==> config.mk <==
export PLATFORM = sky130hd
export DESIGN_NAME = pio_ctrl
export DESIGN_NICKNAME = d
export VERILOG_FILES = /design/src/design/pio_pkg.sv /design/src/design/pio_ctrl.sv
export SDC_FILE = /design/constraint.sdc
export NUM_CORES = 1
export LEC_CHECK = 0
export BUFFER_PORTS_ARGS = -buffer_cell sky130_fd_sc_hd__clkbuf_2
export CAP_MARGIN = 20
export CORE_MARGIN = 1
export CORE_UTILIZATION = 30
export CTS_BUF_LIST = sky130_fd_sc_hd__clkbuf_8
export CTS_CLUSTER_SIZE = 8
export DETAILED_ROUTE_END_ITERATION = 12
export PLACE_DENSITY = 0.55
export SYNTH_ARGS = -nofsm -noshare
export SYNTH_HDL_FRONTEND = slang
export SYNTH_SLANG_ARGS = --single-unit
==> constraint.sdc <==
create_clock -name hclk -period 1.5 [get_ports hclk]
set_input_delay 0.45 -clock hclk [delete_from_list [all_inputs] [get_ports hclk]]
set_output_delay 0.45 -clock hclk [all_outputs]
set_load 0.005 [all_outputs]
==> src/design/pio_pkg.sv <==
package pio_pkg;
  localparam logic [7:0] PIO_CTRL_OFS = 8'h00;
  localparam logic [7:0] PIO_CMD_OFS = 8'h04;
  localparam logic [7:0] PIO_STAT_OFS = 8'h08;
  localparam logic [7:0] PIO_BAUD_OFS = 8'h0C;
  // Control register fields.
  localparam int C_POS_EN = 0;
  localparam int C_NEG_EN = 1;
  localparam int C_POS_POL = 2;
  localparam int C_NEG_POL = 3;
  localparam int C_DED = 4;
  localparam int C_AUTO = 5;
  localparam int C_BAUD = 6;
  localparam logic [31:0] PIO_CTRL_MASK = 32'h0000_00FF;
  localparam logic [31:0] PIO_CTRL_RST = 32'h0000_0000;
  // Command register bits, write-one pulses.
  localparam int K_RUN = 0;
  localparam int K_HOLD = 1;
  localparam int K_RST = 2;
  // Input vector positions.
  localparam int I_POS = 0;
  localparam int I_NEG = 1;
  localparam int I_RUN = 2;
  localparam int I_CLR = 3;
  localparam int I_HOLD = 4;
  localparam int I_W = 5;
  localparam int CLK_HZ = 100_000_000;
  localparam int BAUD_LO = 9600;
  localparam int BAUD_MID = 19200;
  localparam int BAUD_HI = 38400;
  localparam logic [15:0] DIV_LO = 16'(CLK_HZ / BAUD_LO);
  localparam logic [15:0] DIV_MID = 16'(CLK_HZ / BAUD_MID);
  localparam logic [15:0] DIV_HI = 16'(CLK_HZ / BAUD_HI);
  typedef enum logic [1:0] {BAUD_SEL_LO, BAUD_SEL_MID, BAUD_SEL_HI, BAUD_SEL_RSV} pio_baud_e;
  typedef enum logic [1:0] {PU_FILL1, PU_FILL2, PU_CHECK, PU_DONE} pio_pu_e;
endpackage

==> src/design/pio_ctrl.sv <==
`timescale 1ns/1ps
module pio_ctrl
  import pio_pkg::*;
(
  input wire logic hclk,
  input wire logic hresetn,
  input wire logic hsel,
  input wire logic [31:0] haddr,
  input wire logic [1:0] htrans,
  input wire logic hwrite,
  input wire logic [2:0] hsize,
  input wire logic hready,
  input wire logic [31:0] hwdata,
  output logic hreadyout,
  output logic hresp,
  output logic [31:0] hrdata,
  input wire logic [I_W-1:0] in_pin,
  input wire logic baud_sw_user,
  input wire logic motion_busy,
  input wire logic prog_done,
  output logic prog_run,
  output logic start_pulse,
  output logic resume_pulse,
  output logic hold_stop,
  output logic max_stop,
  output logic pos_lim,
  output logic neg_lim,
  output logic [I_W-1:0] gp_in,
  output logic [15:0] baud_div
);

  logic [I_W-1:0] in_q1;
  logic [I_W-1:0] in_s;
  logic run_d;
  logic sw_q1;
  logic sw_s;
  pio_pu_e pu;
  logic [31:0] ctrl;
  logic [31:0] next_ctrl;
  logic wr_q;
  logic [7:0] addr_q;
  logic cmd_run;
  logic cmd_hold;
  logic cmd_rst;
  logic rst_boot;
  logic hold;
  logic ded;
  logic clr_inact;
  logic run_rise;
  logic run_req;
  logic resume;
  logic hold_set;
  logic boot_any;
  logic pwr_run;
  logic start_req;
  logic [31:0] stat;
  logic [31:0] rd_mux;
  logic [15:0] sel_div;

  // Both flops of the input synchroniser; only the second is used below.
  always_ff @(posedge hclk or negedge hresetn) begin
    if (!hresetn) begin
      in_q1 <= '0;
      in_s <= '0;
      run_d <= 1'b0;
      sw_q1 <= 1'b0;
      sw_s <= 1'b0;
    end else begin
      in_q1 <= in_pin;
      in_s <= in_q1;
      run_d <= in_s[I_RUN];
      sw_q1 <= baud_sw_user;
      sw_s <= sw_q1;
    end
  end

  assign ded = ctrl[C_DED];
  // In dedicated mode a high clear pin means inactive, so an open pin stops the program.
  assign clr_inact = ded & in_s[I_CLR];
  assign run_rise = in_s[I_RUN] & ~run_d;
  assign run_req = ((ded & run_rise) | cmd_run) & (pu == PU_DONE);
  assign resume = run_req & hold & ~(ded & in_s[I_HOLD]) & ~clr_inact;
  assign hold_set = ((ded & in_s[I_HOLD]) | cmd_hold) & ~clr_inact;
  // A reset command repeats the boot check, so in dedicated mode a held run input restarts the program.
  assign pwr_run = boot_any & ded & in_s[I_RUN];
  assign boot_any = (pu == PU_CHECK) | rst_boot;
  assign start_req = ((run_req & ~resume) | (boot_any & ctrl[C_AUTO]) | pwr_run)
                     & ~clr_inact;

  // The power-up check waits until the synchroniser holds real samples.
  always_ff @(posedge hclk or negedge hresetn) begin
    if (!hresetn) begin
      pu <= PU_FILL1;
    end else begin
      case (pu)
        PU_FILL1: pu <= PU_FILL2;
        PU_FILL2: pu <= PU_CHECK;
        PU_CHECK: pu <= PU_DONE;
        default: pu <= PU_DONE;
      endcase
    end
  end

  // Address phase capture; the slave never stretches a transfer.
  always_ff @(posedge hclk or negedge hresetn) begin
    if (!hresetn) begin
      wr_q <= 1'b0;
      addr_q <= 8'h00;
    end else if (hready) begin
      wr_q <= hsel & htrans[1] & hwrite;
      addr_q <= haddr[7:0];
    end
  end

  always_comb begin
    next_ctrl = ctrl;
    if (wr_q && addr_q == PIO_CTRL_OFS) begin
      next_ctrl = hwdata & PIO_CTRL_MASK;
    end
  end

  always_ff @(posedge hclk or negedge hresetn) begin
    if (!hresetn) begin
      ctrl <= PIO_CTRL_RST;
    end else begin
      ctrl <= next_ctrl;
    end
  end

  always_ff @(posedge hclk or negedge hresetn) begin
    if (!hresetn) begin
      cmd_run <= 1'b0;
      cmd_hold <= 1'b0;
      cmd_rst <= 1'b0;
      rst_boot <= 1'b0;
    end else begin
      cmd_run <= wr_q && addr_q == PIO_CMD_OFS && hwdata[K_RUN];
      cmd_hold <= wr_q && addr_q == PIO_CMD_OFS && hwdata[K_HOLD];
      cmd_rst <= wr_q && addr_q == PIO_CMD_OFS && hwdata[K_RST];
      rst_boot <= cmd_rst;
    end
  end

  // A reset command stops the program first, then restarts it a cycle later if auto start or a held dedicated run input asks.
  always_ff @(posedge hclk or negedge hresetn) begin
    if (!hresetn) begin
      prog_run <= 1'b0;
    end else if (clr_inact || prog_done || cmd_rst) begin
      prog_run <= 1'b0;
    end else if (start_req) begin
      prog_run <= 1'b1;
    end
  end

  // Setting beats a resume in the same cycle, so a fresh hold is kept.
  always_ff @(posedge hclk or negedge hresetn) begin
    if (!hresetn) begin
      hold <= 1'b0;
    end else if (clr_inact) begin
      hold <= 1'b0;
    end else if (hold_set) begin
      hold <= 1'b1;
    end else if (resume) begin
      hold <= 1'b0;
    end
  end

  always_ff @(posedge hclk or negedge hresetn) begin
    if (!hresetn) begin
      start_pulse <= 1'b0;
      resume_pulse <= 1'b0;
      hold_stop <= 1'b0;
      max_stop <= 1'b0;
    end else begin
      start_pulse <= start_req;
      resume_pulse <= resume;
      hold_stop <= hold_set | (hold & ~resume & ~clr_inact);
      max_stop <= clr_inact & motion_busy;
    end
  end

  // Limits and general inputs follow the configuration in effect.
  always_ff @(posedge hclk or negedge hresetn) begin
    if (!hresetn) begin
      pos_lim <= 1'b0;
      neg_lim <= 1'b0;
      gp_in <= '0;
    end else begin
      pos_lim <= ctrl[C_POS_EN] & (in_s[I_POS] ^ ctrl[C_POS_POL]);
      neg_lim <= ctrl[C_NEG_EN] & (in_s[I_NEG] ^ ctrl[C_NEG_POL]);
      gp_in[I_POS] <= ~ctrl[C_POS_EN] & in_s[I_POS];
      gp_in[I_NEG] <= ~ctrl[C_NEG_EN] & in_s[I_NEG];
      gp_in[I_HOLD:I_RUN] <= ded ? 3'h0 : in_s[I_HOLD:I_RUN];
    end
  end

  always_comb begin
    case (pio_baud_e'(ctrl[C_BAUD +: 2]))
      BAUD_SEL_MID: sel_div = DIV_MID;
      BAUD_SEL_HI: sel_div = DIV_HI;
      default: sel_div = DIV_LO;
    endcase
  end

  // The stored rate is only sampled at boot, never while running.
  always_ff @(posedge hclk or negedge hresetn) begin
    if (!hresetn) begin
      baud_div <= DIV_LO;
    end else if (boot_any) begin
      baud_div <= sw_s ? sel_div : DIV_LO;
    end
  end

  always_comb begin
    stat = 32'h0000_0000;
    stat[0] = prog_run;
    stat[1] = hold;
    stat[2] = clr_inact;
    stat[3] = max_stop;
    stat[4] = pos_lim;
    stat[5] = neg_lim;
    stat[6] = sw_s;
    stat[7] = (pu == PU_DONE);
    stat[8 +: I_W] = gp_in;
  end

  // Control reads use the next value so a write just before is seen.
  always_comb begin
    if (haddr[7:0] == PIO_CTRL_OFS) begin
      rd_mux = next_ctrl;
    end else if (haddr[7:0] == PIO_STAT_OFS) begin
      rd_mux = stat;
    end else if (haddr[7:0] == PIO_BAUD_OFS) begin
      rd_mux = {16'h0000, baud_div};
    end else begin
      rd_mux = 32'h0000_0000;
    end
  end

  always_ff @(posedge hclk or negedge hresetn) begin
    if (!hresetn) begin
      hrdata <= 32'h0000_0000;
      hreadyout <= 1'b1;
      hresp <= 1'b0;
    end else begin
      hreadyout <= 1'b1;
      hresp <= 1'b0;
      if (hready && hsel && htrans[1] && !hwrite) begin
        hrdata <= rd_mux;
      end
    end
  end
endmodule // pio_ctrl

==> run_results.csv <==
group,metric,value,unit
routing,antenna_left,0,
floorplan,dieArea,14800,um2
clock_tree,ctsHtreeMaxLevel,3,
final_layout,fin_nets,509,
routing,dr.pass1.iters,4,
floorplan,ioPinCount,144,
final_layout,regArea,2780,um2
synth,yosysSeqAreaShare,0.649,
floorplan,core,13900,um2
outcome,failed_checks,"negative setup slack",
critical_path,worst_path_largest_cell_delay,420,ps
sta,finalHoldViolCount,0,
routing,num_vias,2754,
routing,drt_wl_total,9.70,mm
worst_hold_path,holdPathEnd,"in_q1[4]$_DFF_PN0_",
floorplan,die_h,122,um
grt,grt_pass1_wl,15.3,mm
outcome,outcome,"complete, but fails checks",
sta,setup_violations,40,
critical_path,r2r_end,"hrdata[6]$_DFFE_PN0P_",
synth,ys_ff_latch,111,
synth,syn_area_per_cell,13.3,um2
critical_path,crit_type,"reg2reg",
sta,worst-slew-pin-transition,504,ps
clock_tree,clock_latency,380,ps
routing,viasPerCell,4.51,
grt,grt_antenna_before_repair,0,
critical_path,r2r-start,"addr_q[0]$_DFFE_PN0P_",
routing,drcViolationCount,0,
critical_path,cp_slowest_cell,"dfrtp_1",
floorplan,die_w,122,um
grt,grt_pass1_vias,2864,
floorplan,initial_utilization,0.308,
sta,fmax,590,MHz
clock_tree,cts_made_buffers,9,
floorplan,rows,43,
place,dp.final_hpwl,7.00,mm
synth,ys_types,46,
sta,rsz0062_at_grt,"yes",
critical_path,worstPathCellList,"nor4_4 > nand4_4 > buf_12 > mux2_4 > a21o_1",
routing,routedWlPerCell,15.9,um
clock_tree,cts_sinks,111,
critical_path,cp_max_fo,30,
clock_tree,cts-root-buf,"clkbuf_8",
place,io_buffers,84,
sta,drv_slew,0,
sta,max-slew-margin-rel,0.664,
critical_path,rr_worst_depth,5,
sta,min_period,1700,ps
grt,grt_max_degree,43,
critical_path,end_kind,"register",
critical_path,worstPathArrival,1980,ps
sta,clock_skew,10.3,ps
grt,grt.total_usage,0.141,
grt,grt-ovfl-total,0,
sta,setup_slack,-195,ps
sta,tns,-3820,ps
clock_tree,clk_pin_slew,100,ps
routing,drtIter0Drc,125,
place,gp_congestion,0.774,
critical_path,ff2ff_setup_slack,-200,ps
synth,synthCells,322,
worst_hold_path,min_path_type,"in2reg",
clock_tree,cts_tree,"built",
worst_hold_path,min-delay-start,"in_pin[4]",
final_layout,syn2layout_area_growth,24.1,%
final_layout,drive_gt1_frac,0.370,
sta,period_share,1.13,
synth,ys_warn_count,0,
run,maxCapViolCount,0,
critical_path,worst_ep_required_time,1780,ps
synth,synth_area,4290,um2
power,power_density,1020,nW/um2
final_layout,nFillCells,1370,
final_layout,multi_input_area,1360,um2
final_layout,antennaDiodeCount,0,
critical_path,startpoint_type,"register",
power,total_power,5.43,mW
clock_tree,clockBufferDepth,2,
power,p_leak,2.81,nW
power,max-vdd-ir-drop,0.633,mV
worst_hold_path,min_path_cells,1,
## metal layers
layer  GRT usage  share of wire  up-vias
li1            -              -     1296
met1       0.184           0.46     1378
met2       0.221           0.47       70
met3      0.0449          0.057       10
met4      0.0509          0.016        0
met5           0              0        -
## area by class of cell
type                       count  area share
clock buffer                  12      0.0310
clock inverter                 4     0.00846
inverter                       6     0.00423
multi-input combinational    183       0.255
sequential                   111       0.523
tap                          180      0.0423
timing repair buffer         114       0.136
## worst max path at each step
stage / slack [ps] / from / end / depth (start not counted)
6_report: -200 / addr_q[0]$_DFFE_PN0P_ / hrdata[6]$_DFFE_PN0P_ / 5
5_1_grt: -290 / addr_q[0]$_DFFE_PN0P_ / hrdata[6]$_DFFE_PN0P_ / 5
4_1_cts: -210 / addr_q[4]$_DFFE_PN0P_ / hrdata[6]$_DFFE_PN0P_ / 5
3_5_place_dp: -330 / haddr[1] / hrdata[9]$_DFFE_PN0P_ / 7
3_3_place_gp: -310 / haddr[1] / hrdata[9]$_DFFE_PN0P_ / 7
2_1_floorplan: -80 / addr_q[4]$_DFFE_PN0P_ / hrdata[0]$_DFFE_PN0P_ / 5
## synthesized netlist by cell type, drive strengths merged
cell     number  area share
ha            2      0.0058
o22a          2      0.0041
nor3          1      0.0023
a22o         20       0.041
a221oi        1      0.0020
clkbuf        8      0.0073
nand4b        1      0.0020
a2bb2oi       1      0.0020
a21boi        1      0.0018
nor2          8      0.0070
a2111oi       1      0.0023
conb          2      0.0018
inv           6      0.0053
and2b         1      0.0018
a21o         14       0.025
nor4          2      0.0099
o21bai        1      0.0018
o31ai         7       0.012
buf          19       0.030
nand2        23       0.020
nand4         3      0.0079
nor3b         1      0.0018
and2         28       0.042
mux2         15       0.045
dfstp         3       0.018
xor2          2      0.0041
o21ai         9       0.011
and3b         1      0.0020
nand3         3      0.0035
or2           1      0.0015
a221o         1      0.0023
nor2b         6      0.0088
dfrtp       108        0.63
mux2i         9       0.021
a21oi         4      0.0047
nand2b        1      0.0015
and4b         1      0.0023
and3          5      0.0076
## power breakdown
group	internal (mW)	switching [mW]
Combinational	0.193	0.210
Sequential	3.09	0.0685
Clock	0.899	0.979
## cells by family (layout without fill, tap and decap cells)
group / Yosys count / in the layout / synth area share
and+or+nand+nor: 86 / 86 / 0.122
DFF: 111 / 111 / 0.649
muxes: 24 / 24 / 0.0657
AOI/OAI and AO/OA: 62 / 62 / 0.109
adders and majority gates: 2 / 2 / 0.00584
xor gates and xnor gates: 2 / 2 / 0.00409
other: 2 / 7 / 0.00175
buffers and inverters: 33 / 136 / 0.0429
## layout by cell type (no fill, tap or decap), types with 2 or more instances in the layout
cell	count
dfrtp_1	106
clkbuf_2	81
buf_4	25
and2_1	23
nand2_1	23
a22o_1	20
a21o_1	14
clkbuf_8	12
mux2_2	9
o21ai_0	9
mux2i_1	9
inv_1	8
nor2_1	8
o31ai_1	7
conb_1	7
nor2b_1	6
mux2_4	6
buf_12	5
and2_2	4
a21oi_1	4
and3_1	4
nand3_1	3
dfstp_2	3
nor4_4	2
o22a_1	2
xor2_1	2
nand4_1	2
ha_1	2
dfrtp_2	2
buf_6	2
## registers in the layout (all words and copies together) (netlist names), 2 cells and up
register,count
pu,2
in_s,5
gp_in,5
in_q1,5
addr_q,8
hrdata,32
ctrl,32
baud_div,6
## worst max-delay path, delay by kind of cell, from the launching register on
family	cells	cell delay, ps
AOI/OAI and AO/OA	1	160
buffers and inverters	1	200
DFF	1	420
muxes	1	320
and+or+nand+nor	2	500
## through the flow
| step | instance area [um2] | utilization | hold WS, ps | setup WS [ps] | std cells |
|---|---|---|---|---|---|
| after global routing | 5320 | 0.382 | 139 | -285 | 610 |
| final | 5320 | 0.382 | 167 | -195 | 610 |
| after floorplan | 4310 | - | 154 | -80.7 | 327 |
| after global placement | 5050 | 0.362 | 335 | -313 | 589 |
| after detailed placement | 5050 | 0.362 | 339 | -335 | 589 |
| after CTS | 5290 | 0.380 | 141 | -210 | 609 |
## timing repair
action / in CTS / in global routing
resized for setup: 1 / 5
hold buffers: 1 / 0
endpoints found under the hold margin: 16 / 0
setup endpoints to repair: 46 / 59
setup buffers: 3 / 1
gates cloned: 0 / 0
pin swaps: 0 / 2
Power figures use the tool's default switching activity.
